==> config.mk <==
export PLATFORM = sky130hd
export DESIGN_NAME = fbm_host
export DESIGN_NICKNAME = d
export VERILOG_FILES = /design/src/hw/fbm_pkg.sv /design/src/hw/fbm_cycle_if.sv /design/src/hw/fbm_cycle.sv /design/src/hw/fbm_host.sv
export SDC_FILE = /design/constraint.sdc
export NUM_CORES = 1
export LEC_CHECK = 0
export BUFFER_PORTS_ARGS = -buffer_cell sky130_fd_sc_hd__clkbuf_2
export CAP_MARGIN = 10
export CORE_ASPECT_RATIO = 0.9
export CORE_MARGIN = 2
export CORE_UTILIZATION = 53
export CTS_CLUSTER_DIAMETER = 100
export DETAILED_ROUTE_END_ITERATION = 6
export PLACE_DENSITY = 0.78
export SLEW_MARGIN = 20
export SYNTH_ARGS = -nofsm -noshare
export SYNTH_HDL_FRONTEND = slang
export SYNTH_SLANG_ARGS = --single-unit
==> constraint.sdc <==
create_clock -name core_clk -period 4.1 [get_ports core_clk]
set_clock_uncertainty 0.05 [all_clocks]
set_input_delay 0.205 -clock core_clk [delete_from_list [all_inputs] [get_ports core_clk]]
set_output_delay 0.205 -clock core_clk [all_outputs]
set_load 0.005 [all_outputs]
==> src/hw/fbm_pkg.sv <==
// package of constants and types for the flash bus mode host controller
package fbm_pkg;
    localparam int unsigned CLK_MHZ = 100;
    // bus timing in ns
    localparam int unsigned T_ACCESS_NS = 70;
    localparam int unsigned T_SETUP_NS = 30;
    localparam int unsigned T_WPULSE_NS = 35;
    localparam int unsigned T_RESET_PULSE_NS = 500;
    localparam int unsigned T_SLEEP_EXTRA_NS = 30;
    localparam int unsigned T_READY_IDLE_NS = 500;
    localparam int unsigned T_READY_OP_NS = 20000;
    // least times round up
    localparam int unsigned ACCESS_CYC = (T_ACCESS_NS * CLK_MHZ + 999) / 1000;
    localparam int unsigned SETUP_CYC = (T_SETUP_NS * CLK_MHZ + 999) / 1000;
    localparam int unsigned WPULSE_CYC = (T_WPULSE_NS * CLK_MHZ + 999) / 1000;
    localparam int unsigned RESET_PULSE_CYC = (T_RESET_PULSE_NS * CLK_MHZ + 999) / 1000;
    localparam int unsigned SLEEP_CYC =
        ((T_ACCESS_NS + T_SLEEP_EXTRA_NS) * CLK_MHZ + 999) / 1000;
    localparam int unsigned READY_IDLE_CYC = (T_READY_IDLE_NS * CLK_MHZ + 999) / 1000;
    localparam int unsigned READY_OP_CYC = (T_READY_OP_NS * CLK_MHZ + 999) / 1000;
    localparam int unsigned CNT_W = 16;
    // command unlock cycles
    localparam logic [11:0] UNLOCK_ADDR1 = 12'h0_555;
    localparam logic [11:0] UNLOCK_ADDR2 = 12'h0_2AA;
    localparam logic [7:0] UNLOCK_DATA1 = 8'hAA;
    localparam logic [7:0] UNLOCK_DATA2 = 8'h55;
    localparam logic [7:0] CMD_PROGRAM = 8'hA0;
    localparam logic [7:0] CMD_ERASE_SETUP = 8'h80;
    localparam logic [7:0] CMD_CHIP_ERASE = 8'h10;
    localparam logic [7:0] CMD_SECTOR_ERASE = 8'h30;
    localparam logic [7:0] CMD_IDENTIFY = 8'h90;
    localparam logic [7:0] CMD_BYPASS_ENTER = 8'h20;
    localparam logic [7:0] CMD_BYPASS_EXIT1 = 8'h90;
    localparam logic [7:0] CMD_BYPASS_EXIT2 = 8'h00;
    localparam logic [7:0] CMD_RESET = 8'hF0;
    localparam int unsigned SECTOR_COUNT = 35;
    localparam logic [5:0] SECTOR_TOP_BASE = 6'h1F;

    // host requests
    typedef enum logic [2:0] {
        FBM_OP_READ = 3'h0,
        FBM_OP_PROGRAM = 3'h1,
        FBM_OP_SECTOR_ERASE = 3'h2,
        FBM_OP_CHIP_ERASE = 3'h3,
        FBM_OP_IDENTIFY = 3'h4,
        FBM_OP_BYPASS_ENTER = 3'h5,
        FBM_OP_BYPASS_EXIT = 3'h6,
        FBM_OP_ARRAY_MODE = 3'h7
    } fbm_op_e;

    // bus cycle engine states, gray coded along idle-setup-strobe-hold
    typedef enum logic [1:0] {
        FBM_CY_IDLE = 2'b00,
        FBM_CY_SETUP = 2'b01,
        FBM_CY_STROBE = 2'b11,
        FBM_CY_HOLD = 2'b10
    } fbm_cycle_e;

    // top-boot sector index from word address bits 19..12
    function automatic logic [5:0] fbm_sector_of(input logic [19:0] waddr);
        logic [5:0] s;
        s = {1'b0, waddr[19:15]};
        if (waddr[19:15] == 5'h1F) begin
            if (!waddr[14]) begin
                s = SECTOR_TOP_BASE;
            end else if (waddr[13]) begin
                s = SECTOR_TOP_BASE + 6'h03;
            end else begin
                s = SECTOR_TOP_BASE + 6'h01 + {5'h00, waddr[12]};
            end
        end
        return s;
    endfunction
endpackage

==> src/hw/fbm_cycle_if.sv <==
// interface between sequencer and single bus-cycle engine
interface fbm_cycle_if;
    logic start;
    logic write;
    logic [20:0] addr;
    logic [15:0] wdata;
    logic done;
    logic [15:0] rdata;
    modport seq (output start, output write, output addr, output wdata,
                 input done, input rdata);
    modport eng (input start, input write, input addr, input wdata,
                 output done, output rdata);
endinterface

==> src/hw/fbm_cycle.sv <==
// single read or write cycle on the flash pins
module fbm_cycle
    import fbm_pkg::*;
(
    input wire logic core_clk, // system clock
    input wire logic rst_n, // async reset, active low
    input wire logic word_mode, // 1 word, 0 byte
    fbm_cycle_if.eng cy, // cycle request
    output logic sel_n, // flash chip select
    output logic oe_n, // flash output enable
    output logic we_n, // flash write enable
    output logic [19:0] addr_pin, // flash address
    output logic [15:0] dq_out, // data to flash
    output logic [15:0] dq_oe, // data drive enables
    input wire logic [15:0] dq_in // data from flash
);
    fbm_cycle_e state, next_state;
    logic [CNT_W-1:0] cnt, next_cnt;
    logic [15:0] rdata, next_rdata;
    logic wr, next_wr;
    logic [20:0] addr, next_addr;
    logic [15:0] wd, next_wd;

    always_comb begin
        next_state = state;
        next_cnt = cnt;
        next_rdata = rdata;
        next_wr = wr;
        next_addr = addr;
        next_wd = wd;
        case (state)
            FBM_CY_IDLE: begin
                if (cy.start) begin
                    next_wr = cy.write;
                    next_addr = cy.addr;
                    next_wd = cy.wdata;
                    next_cnt = CNT_W'(SETUP_CYC);
                    next_state = FBM_CY_SETUP;
                end
            end
            FBM_CY_SETUP: begin
                if (cnt <= 1) begin
                    // full select access time on reads
                    next_cnt = wr ? CNT_W'(WPULSE_CYC) : CNT_W'(ACCESS_CYC);
                    next_state = FBM_CY_STROBE;
                end else begin
                    next_cnt = cnt - 1'b1;
                end
            end
            FBM_CY_STROBE: begin
                if (cnt <= 1) begin
                    if (!wr) begin
                        next_rdata = word_mode ? dq_in : {8'h00, dq_in[7:0]};
                    end
                    next_state = FBM_CY_HOLD;
                end else begin
                    next_cnt = cnt - 1'b1;
                end
            end
            default: next_state = FBM_CY_IDLE;
        endcase
    end

    always_ff @(posedge core_clk or negedge rst_n) begin
        if (!rst_n) begin
            state <= FBM_CY_IDLE;
            cnt <= '0;
            rdata <= '0;
            wr <= 1'b0;
            addr <= '0;
            wd <= '0;
        end else begin
            state <= next_state;
            cnt <= next_cnt;
            rdata <= next_rdata;
            wr <= next_wr;
            addr <= next_addr;
            wd <= next_wd;
        end
    end

    assign cy.done = (state == FBM_CY_HOLD);
    assign cy.rdata = rdata;
    // high between cycles gives standby
    assign sel_n = (state == FBM_CY_IDLE);
    assign oe_n = !((state == FBM_CY_STROBE) && !wr);
    assign we_n = !((state == FBM_CY_STROBE) && wr);
    // in byte mode addr[0] goes out on line 15
    assign addr_pin = word_mode ? addr[19:0] : addr[20:1];
    always_comb begin
        dq_out = word_mode ? wd : {addr[0], 7'h00, wd[7:0]};
        dq_oe = 16'h0000;
        if (state != FBM_CY_IDLE) begin
            dq_oe = wr ? (word_mode ? 16'hFFFF : 16'h80FF) : {!word_mode, 15'h0000};
        end
    end
endmodule

==> src/hw/fbm_host.sv <==
// host controller sequencing command writes, reads and reset on the flash
module fbm_host
    import fbm_pkg::*;
#(
    parameter int unsigned READY_OP_CYCLES = READY_OP_CYC // long recovery count
)
(
    input wire logic core_clk, // clock
    input wire logic rst_n, // async reset
    input wire logic req_valid, // request strobe
    output logic req_ready, // request taken
    input wire logic [2:0] req_op, // request kind
    input wire logic [20:0] req_addr, // word or byte address
    input wire logic [15:0] req_wdata, // program data
    input wire logic req_last, // last sector of erase
    input wire logic word_mode, // 1 word
    input wire logic hw_reset_req, // reset the flash
    output logic rsp_valid, // request done
    output logic [15:0] rsp_rdata, // read data or status
    output logic [5:0] rsp_sector, // sector of address
    output logic op_aborted, // last op cut by reset
    output logic bypass_active, // bypass mode
    output logic ident_active, // identify mode
    output logic dev_busy, // flash busy
    output logic sel_n, // flash chip select
    output logic oe_n, // flash output enable
    output logic we_n, // flash write enable
    output logic reset_n_pin, // flash reset pin
    output logic width_sel, // flash width select, 1 word
    output logic [19:0] addr_pin, // flash address
    output logic [15:0] dq_out, // data to flash
    output logic [15:0] dq_oe, // data drive enables
    input wire logic [15:0] dq_in, // data from flash
    input wire logic completion_flag // flash ready
);
    typedef enum logic [2:0] {
        FBM_IDLE = 3'b000,
        FBM_ISSUE = 3'b001,
        FBM_WAIT = 3'b011,
        FBM_RESP = 3'b010,
        FBM_RST = 3'b110,
        FBM_RECOV = 3'b111
    } fbm_state_e;

    fbm_cycle_if cy();
    fbm_state_e state, next_state;
    logic [2:0] step, next_step;
    logic [2:0] nsteps, next_nsteps;
    fbm_op_e op, next_op;
    logic [20:0] addr, next_addr;
    logic [15:0] wdata, next_wdata;
    logic [CNT_W-1:0] cnt, next_cnt;
    logic [15:0] rd, next_rd;
    logic bypass, next_bypass;
    logic ident, next_ident;
    logic aborted, next_aborted;
    logic was_busy, next_was_busy;
    logic [5:0] sector, next_sector;
    logic cy_write;
    logic [20:0] cy_addr;
    logic [15:0] cy_wdata;

    fbm_cycle u_cycle (
        .core_clk(core_clk),
        .rst_n(rst_n),
        .word_mode(word_mode),
        .cy(cy.eng),
        .sel_n(sel_n),
        .oe_n(oe_n),
        .we_n(we_n),
        .addr_pin(addr_pin),
        .dq_out(dq_out),
        .dq_oe(dq_oe),
        .dq_in(dq_in)
    );

    // number of bus cycles each request takes
    function automatic logic [2:0] steps_of(input fbm_op_e o, input logic byp, input logic lst);
        case (o)
            FBM_OP_READ: steps_of = 3'd1;
            FBM_OP_PROGRAM: steps_of = byp ? 3'd2 : 3'd4;
            FBM_OP_SECTOR_ERASE, FBM_OP_CHIP_ERASE: steps_of = 3'd6;
            FBM_OP_IDENTIFY, FBM_OP_BYPASS_ENTER: steps_of = 3'd3;
            FBM_OP_BYPASS_EXIT: steps_of = 3'd2;
            default: steps_of = 3'd1;
        endcase
    endfunction

    // unlock address in the current width
    function automatic logic [20:0] cmd_addr(input logic [11:0] a, input logic wm);
        cmd_addr = wm ? {9'h000, a} : {8'h00, a, 1'b0};
    endfunction

    // address and data of bus cycle number s
    always_comb begin
        cy_write = (op != FBM_OP_READ);
        cy_addr = cmd_addr(UNLOCK_ADDR1, word_mode);
        cy_wdata = {8'h00, UNLOCK_DATA1};
        if (op == FBM_OP_READ) begin
            cy_addr = addr;
        end else if (op == FBM_OP_ARRAY_MODE) begin
            cy_wdata = {8'h00, CMD_RESET};
        end else if (op == FBM_OP_BYPASS_EXIT) begin
            cy_wdata = {8'h00, (step == 3'd0) ? CMD_BYPASS_EXIT1 : CMD_BYPASS_EXIT2};
        end else if (op == FBM_OP_PROGRAM && bypass) begin
            cy_wdata = (step == 3'd0) ? {8'h00, CMD_PROGRAM} : wdata;
            cy_addr = (step == 3'd0) ? cy_addr : addr;
        end else if (step == 3'd1 || step == 3'd4) begin
            cy_addr = cmd_addr(UNLOCK_ADDR2, word_mode);
            cy_wdata = {8'h00, UNLOCK_DATA2};
        end else if (step == 3'd2) begin
            case (op)
                FBM_OP_PROGRAM: cy_wdata = {8'h00, CMD_PROGRAM};
                FBM_OP_IDENTIFY: cy_wdata = {8'h00, CMD_IDENTIFY};
                FBM_OP_BYPASS_ENTER: cy_wdata = {8'h00, CMD_BYPASS_ENTER};
                default: cy_wdata = {8'h00, CMD_ERASE_SETUP};
            endcase
        end else if (step == 3'd3 && op == FBM_OP_PROGRAM) begin
            cy_addr = addr;
            cy_wdata = wdata;
        end else if (step == 3'd5) begin
            cy_addr = (op == FBM_OP_CHIP_ERASE) ? cy_addr : addr;
            cy_wdata = {8'h00, (op == FBM_OP_CHIP_ERASE) ? CMD_CHIP_ERASE : CMD_SECTOR_ERASE};
        end
    end

    assign cy.start = (state == FBM_ISSUE);
    assign cy.write = cy_write;
    assign cy.addr = cy_addr;
    assign cy.wdata = cy_wdata;

    always_comb begin
        next_state = state;
        next_step = step;
        next_nsteps = nsteps;
        next_op = op;
        next_addr = addr;
        next_wdata = wdata;
        next_cnt = cnt;
        next_rd = rd;
        next_bypass = bypass;
        next_ident = ident;
        next_aborted = aborted;
        next_was_busy = was_busy;
        next_sector = sector;
        case (state)
            FBM_IDLE: begin
                if (hw_reset_req) begin
                    next_was_busy = !completion_flag;
                    next_aborted = !completion_flag;
                    next_cnt = CNT_W'(RESET_PULSE_CYC);
                    next_state = FBM_RST;
                end else if (req_valid) begin
                    next_op = fbm_op_e'(req_op);
                    next_addr = req_addr;
                    next_wdata = req_wdata;
                    next_sector = fbm_sector_of(word_mode ? req_addr[19:0] : req_addr[20:1]);
                    next_nsteps = steps_of(fbm_op_e'(req_op), bypass, req_last);
                    next_step = 3'd0;
                    next_state = FBM_ISSUE;
                end
            end
            FBM_ISSUE: next_state = FBM_WAIT;
            FBM_WAIT: begin
                if (cy.done) begin
                    if (step + 3'd1 >= nsteps) begin
                        next_rd = cy.rdata;
                        next_state = FBM_RESP;
                    end else begin
                        next_step = step + 3'd1;
                        next_state = FBM_ISSUE;
                    end
                end
            end
            FBM_RESP: begin
                case (op)
                    FBM_OP_IDENTIFY: next_ident = 1'b1;
                    FBM_OP_BYPASS_ENTER: next_bypass = 1'b1;
                    FBM_OP_BYPASS_EXIT: next_bypass = 1'b0;
                    FBM_OP_ARRAY_MODE: next_ident = 1'b0;
                    default: ;
                endcase
                next_aborted = aborted && (op == FBM_OP_READ);
                next_state = FBM_IDLE;
            end
            FBM_RST: begin
                if (cnt <= 1) begin
                    next_cnt = was_busy ? CNT_W'(READY_OP_CYCLES) : CNT_W'(READY_IDLE_CYC);
                    next_state = FBM_RECOV;
                end else begin
                    next_cnt = cnt - 1'b1;
                end
            end
            default: begin
                next_bypass = 1'b0;
                next_ident = 1'b0;
                if (cnt <= 1 && completion_flag) begin
                    next_state = FBM_IDLE;
                end else if (cnt > 1) begin
                    next_cnt = cnt - 1'b1;
                end
            end
        endcase
    end

    always_ff @(posedge core_clk or negedge rst_n) begin
        if (!rst_n) begin
            state <= FBM_IDLE;
            step <= '0;
            nsteps <= 3'd1;
            op <= FBM_OP_READ;
            addr <= '0;
            wdata <= '0;
            cnt <= '0;
            rd <= '0;
            bypass <= 1'b0;
            ident <= 1'b0;
            aborted <= 1'b0;
            was_busy <= 1'b0;
            sector <= '0;
        end else begin
            state <= next_state;
            step <= next_step;
            nsteps <= next_nsteps;
            op <= next_op;
            addr <= next_addr;
            wdata <= next_wdata;
            cnt <= next_cnt;
            rd <= next_rd;
            bypass <= next_bypass;
            ident <= next_ident;
            aborted <= next_aborted;
            was_busy <= next_was_busy;
            sector <= next_sector;
        end
    end

    assign req_ready = (state == FBM_IDLE) && !hw_reset_req;
    assign rsp_valid = (state == FBM_RESP);
    assign rsp_rdata = rd;
    assign rsp_sector = sector;
    assign op_aborted = aborted;
    assign bypass_active = bypass;
    assign ident_active = ident;
    assign dev_busy = !completion_flag;
    assign reset_n_pin = rst_n && (state != FBM_RST);
    assign width_sel = word_mode;
endmodule

; Word-level counts from Yosys, hierarchy flattened
; Index checks and enable logic that the tools add are counted.
; Widths: inputs -> output; s select.
[classes]
bitwise = 4
n_mux = 69
n_lt_le_gt_ge = 4
reduce_logical = 43
n_eq_ne = 40
n_addsub = 4
[op_table]
columns = cell, n
row1 = $mux 16, 19
row2 = $mux 21, 10
row3 = $pmux 16 s3, 2
row4 = $mux 20, 2
row5 = $le 16x1->1 const B, 2
row6 = $sub 16x1->16 const B, 2
row7 = $eq 3x3->1 const B, 10
row8 = $mux 3, 10
row9 = $mux 6, 4
row10 = $pmux 8 s3, 1
row11 = $mux 11, 2
row12 = $eq 3x2->1 const B, 7
row13 = $gt 16x1->1 const B, 1
row14 = $mux 8, 2
row15 = $mux 15, 1
row16 = $pmux 3 s5, 1
row17 = $reduce_and 3->1, 5
row18 = $ne 2x2->1 const B, 7
row19 = $eq 3x1->1 const B, 4
row20 = $mux 12, 1
row21 = $pmux 3 s4, 1
row22 = $mux 2, 5
row23 = $pmux 1 s2, 5
row24 = $reduce_and 2->1, 5
row25 = 26 further kinds, 55
[word_totals]
register_bits = 163
elab_cells = 183
input_bits = 63
output_inout_bits = 85

; Logic depth before layout (Yosys ltp)
[logic_depth]
ltp_word = 10
ltp_mapped = 11
mapped_depth_nobuf = 8

; Hierarchy
; Synthesis repeated with hierarchy kept, for this count alone.
[hier_totals]
hier_cells = 853
area_unflattened_um2 = 9076.2
[modules_own_cells]
columns = module, n_inst, seq_area_each_um2, cells_per_inst, area_per_inst_um2
row1 = fbm_host, 1, 2278.4, 526, 5253.8
row2 = fbm_cycle, 1, 1801.7, 327, 3822.4

; Worst setup path before layout
; Ideal clock, no wire load.
[synth_path]
path_type = reg-to-reg
start = reg step[2]
end = reg rd[10], in the netlist rsp_rdata[10]
period_less_slack_ns = 2.848
path_stages_with_launch = 12
setup_time_ns = 0.125
n_path_buf = 3
t_arrival_ns = 2.673
t_required_ns = 3.925
setup_slack_ns = 1.252
path_cell_list = dfrtp_1 clkbuf_1 inv_1 ha_1 inv_1 ha_1 inv_1 o21ai_0 nor2b_1 clkbuf_1 clkbuf_1 mux2_2
[synth_via]
elab_chain_len = 3
[synth_rtl]
columns = item, line
row1 = "start, declared", fbm_host.sv:47  ; logic [2:0] step, next_step;
row2 = "start signal, assigned", fbm_host.sv:223  ; step <= next_step;
row3 = $add 3x1->3, fbm_host.sv:166  ; if (step + 3'd1 >= nsteps) begin
row4 = $ge 3x3->1, fbm_host.sv:166
row5 = $reduce_and 3->1 (no line), --
row6 = "end signal, assigned", fbm_host.sv:229  ; rd <= next_rd;
row7 = "end, declared", fbm_host.sv:53  ; logic [15:0] rd, next_rd;
; No other way between the ends.
; A chain may end at the register's enable or synchronous reset.

; Worst setup path in the final report
[layout_path]
start = reg op[0]
end = reg u_cycle.addr[12]
[layout_via]
elab_chain_len = 10
word_cells_on_any_way = 16
cone_classes = eq/ne: 4 / mux: 9 / reduce/logical: 3
[layout_rtl]
columns = item, line
row1 = "start, declared", fbm_host.sv:49  ; fbm_op_e op, next_op;
row2 = "start signal, assigned", fbm_host.sv:225  ; op <= next_op;
row3 = $eq 3x2->1, fbm_host.sv:122  ; cy_addr = (op == FBM_OP_CHIP_ERASE) ? cy_addr : addr;
row4 = $mux 21, fbm_host.sv:122
row5 = $mux 21, fbm_host.sv:121  ; end else if (step == 3'd5) begin
row6 = $mux 21, fbm_host.sv:118  ; end else if (step == 3'd3 && op == FBM_OP_PROGRAM) begin
row7 = $mux 21, fbm_host.sv:111  ; end else if (step == 3'd2) begin
row8 = $mux 21, fbm_host.sv:108  ; end else if (step == 3'd1 || step == 3'd4) begin
row9 = $mux 21, fbm_host.sv:105  ; end else if (op == FBM_OP_PROGRAM && bypass) begin
row10 = $mux 21, fbm_host.sv:103  ; end else if (op == FBM_OP_BYPASS_EXIT) begin
row11 = $mux 21, fbm_host.sv:101  ; end else if (op == FBM_OP_ARRAY_MODE) begin
row12 = $mux 21 *, fbm_host.sv:99  ; if (op == FBM_OP_READ) begin
row13 = "end signal, assigned", fbm_cycle.sv:77  ; addr <= next_addr;
row14 = "end, declared", fbm_cycle.sv:21  ; logic [20:0] addr, next_addr;
; Mark *: on every way between the ends. The rest lies on a longest branch, timed or not.

==> qor.json <==
{
  "global_route": {
    "grt_usage_pct": 25.1,
    "maximum_number_of_pins_on_one_net_before_global_route_repair": 91,
    "first_pass_grt_wire_length_mm": 36.0,
    "number_of_antenna_violations_at_the_first_check_in_global_routing": 0,
    "global_route.overflow_total": 0,
    "via_count_of_the_first_global_routing_pass": 7203
  },
  "clock_network": {
    "tritoncts": "yes",
    "clock_latency_ps": 440,
    "clk_root_buffer_cell": "sky130_fd_sc_hd__clkbuf_16",
    "postCtsResizedCells": 0,
    "clk_pin_slew_ps": 60,
    "number_of_clock_sinks": 163,
    "postCtsSetupRepairBufs": 0,
    "numCtsBuffers": 17,
    "cts.path.max_buffers": 2,
    "cts.hold.buffers_added": 48,
    "ctsHtreeMaxLevel": 4
  },
  "timing": {
    "setup_viol_count_final": 0,
    "fin_setup_tns_ps": 0,
    "timing.final.max_slew_violations": 0,
    "relSlewSlack_pct": 44.8,
    "fin_crit_sh_pct": 70.1,
    "fin_hold_viols": 0,
    "max_slew.worst_pin.slew_ps": 828,
    "max_clock_freq_mhz": 348,
    "fin_crit_ps": 2880,
    "grt_setup_unrepaired": "no"
  },
  "drt": {
    "vias": 7513,
    "route.detailed.wl_per_inst_um": 17.4,
    "drt_iter0_drc": 616,
    "antenna_violating_nets_post_route": 0,
    "avgViaCountPerCell": 5.96,
    "drt-total-wl_mm": 22.0,
    "dr_drc_count": 0,
    "detail_route.first_pass.iterations": 5
  },
  "die": {
    "die_area_um2": 17700,
    "die_height_um": 127,
    "top_level_ports": 148,
    "die_width_um": 140,
    "start_util_pct": 54.5,
    "floorplan.core_area_um2": 16200,
    "std_cell_rows": 44
  },
  "status": {
    "status": "finished, final reports clean"
  },
  "setup_path": {
    "worstRegToRegCells": 6,
    "critical_path.startpoint_type": "flop",
    "critical_path.endpoint_type": "flop",
    "critical_path_peak_fanout": 21,
    "timing.critical_path.arrival_ps": 3200,
    "worst-endpoint-required_ps": 4420,
    "setup.reg_to_reg.worst_slack_ps": 1220,
    "path_class": "flop to flop",
    "rr_endpoint": "u_cycle.addr[12]",
    "r2r_start": "op[0]"
  },
  "synthesis": {
    "postSynthNetCount": 967,
    "number_of_warnings_issued_by_yosys": 0,
    "synth-seq-cells": 163,
    "synth_most_common_cell": "sky130_fd_sc_hd__dfrtp_1",
    "post_synth.cell_area_avg_um2": 9.92,
    "synth_enable_flop_cells": 0,
    "async_flop_share_pct": 100,
    "dominant_cells_by_area_after_synthesis": "sky130_fd_sc_hd__dfrtp_1, sky130_fd_sc_hd__mux2_2, sky130_fd_sc_hd__a21oi_1",
    "synthDominantCellAreaShare_pct": 45.8,
    "synth_area_leader_cell": "sky130_fd_sc_hd__dfrtp_1",
    "sequential_area_share_after_synthesis_pct": 46.1,
    "post_synth_instance_area_um2": 8850,
    "netlist_instances": 892,
    "distinct_cell_type_count_of_the_synthesized_netlist": 64,
    "synthTopCellsByCount": "sky130_fd_sc_hd__dfrtp_1, sky130_fd_sc_hd__mux2_2, sky130_fd_sc_hd__nand2_1",
    "dominantRegCellSynth": "sky130_fd_sc_hd__dfrtp_1"
  },
  "power": {
    "net_switching_power_of_the_design_mw": 0.851,
    "seqPwrFrac_pct": 46.8,
    "clock_power_share_pct": 46.4,
    "cell_area_power_density_nw_per_um2": 338,
    "power_leakage_nw": 5.14,
    "power_switching_share_pct": 23.5,
    "cell_internal_pwr_mw": 2.76,
    "portion_of_total_power_attributed_to_combinational_logic_pct": 6.8,
    "vdd.ir_drop.worst_v": 0.000359
  },
  "cells_and_area": {
    "layout-area-overhead-vs-synth_pct": 20.9,
    "finish.net_count": 1116,
    "final_layout_size_suffix_gt1_share_pct": 28.7,
    "fin_area_um2": 10700,
    "insertedDiodeCount": 0,
    "layout.filler_cells": 1248,
    "instances_no_fill": 1261
  },
  "placement": {
    "routabilityCongestion": 0.855,
    "placed_cells_incl_taps": 1181,
    "postPlaceCellArea_um2": 9600,
    "port_buffers": 146,
    "detailedPlacementHpwl_mm": 14.3
  },
  "run": {
    "max-cap-violations": 0
  },
  "worst_hold_path": {
    "worst_hold_path_type": "input port to flop",
    "timing.hold.worst_path_depth": 3,
    "whs_endpoint": "u_cycle.cy.rdata[12]",
    "hold_path.startpoint": "dq_in[12]"
  }
}
[layout make-up]
class                           count  area, um^2  share of cell area [%]
Multi-Input combinational cell    619        4270                    39.9
Sequential cell                   163        4080                    38.1
Timing Repair Buffer              210        1350                    12.6
Clock buffer                       19         453                    4.23
Tap cell                          207         259                    2.42
Clock inverter                     13         173                    1.61
Inverter                           30         113                    1.05
[per-layer routing]
| metal | vias up | wire, um | track usage (%) |
|---|---|---|---|
| met2 | 245 | 10900 | 42.3 |
| li1 | 3570 | - | - |
| met5 | - | 0 | 0 |
| met4 | 0 | 214 | 6.42 |
| met1 | 3678 | 9780 | 33.8 |
| met3 | 20 | 1090 | 4.53 |
[power by group through the flow]
stage               Combinational [mW]  Sequential, mW  Clock (mW)
finish                           0.245            1.69        1.68
global route                     0.274            1.70        1.78
CTS                              0.245            1.69        1.70
detailed placement               0.209            1.72           0
global placement                 0.203            1.72           0
floorplan                        0.111            1.71           0
[worst max-delay path, stage by stage (launching register included)]
cell                        delay (ps)
sky130_fd_sc_hd__dfrtp_1           750
sky130_fd_sc_hd__nand4bb_1         580
sky130_fd_sc_hd__nor2_1            240
sky130_fd_sc_hd__buf_4             210
sky130_fd_sc_hd__nor2_1             80
sky130_fd_sc_hd__a211oi_2          660
sky130_fd_sc_hd__a22o_1            240
[flip-flops by register name, summed over array words and instances, names as in the netlist, 6 cells and up]
signal            count
u_cycle.addr         21
cnt                  16
rsp_rdata            16
u_cycle.cy.rdata     16
wdata                16
rsp_sector            6
u_cycle.cnt          16
u_cycle.wd           16
addr                 21
[through the flow]
step / hold WS, ps / utilization, % / power, mW / worst slack, ps
6_report: 6.69 / 65.9 / 3.61 / 1220
5_1_grt: 5.70 / 65.9 / 3.75 / 1000
4_1_cts: 3.91 / 65.9 / 3.64 / 1310
3_5_place_dp: 285 / 59.1 / 1.93 / 1330
3_3_place_gp: 286 / 59.1 / 1.92 / 1390
2_1_floorplan: -141 / - / 1.82 / 1250
[worst max-delay path by stage]
stage / from / to / slack [ps] / depth (start not counted)
6_report: op[0] / u_cycle.addr[12] / 1220 / 6
5_1_grt: op[0] / u_cycle.addr[18] / 1000 / 6
4_1_cts: op[0] / u_cycle.addr[12] / 1310 / 6
3_5_place_dp: op[0] / u_cycle.addr[19] / 1330 / 6
3_3_place_gp: op[0] / u_cycle.addr[17] / 1390 / 6
2_1_floorplan: step[2] / rsp_rdata[10] / 1250 / 11
[cells by family after synthesis]
logic type                 share of synthesized area, %
AOI/OAI and AO/OA                                  18.5
xor gates and xnor gates                         0.0990
adders and majority gates                          1.70
buffers and inverters                              5.67
DFF                                                46.1
muxes                                              12.2
and+or+nand+nor                                    15.7
[cell usage in the layout, fill, tap and decap left out, drive strengths merged, types with 16 or more instances in the layout]
cell type    netlist  final
nand2             76     76
clkbuf            50    164
nand3             24     24
or3               18     18
dlygate4sd3        0     48
dfrtp            162    162
buf               30     17
and3              16     16
a22o              22     22
o21ai             43     43
nor2              45     45
mux2              90     90
a21oi             67     67
inv               29     32
Note: power is estimated with default switching activity, not from simulation.
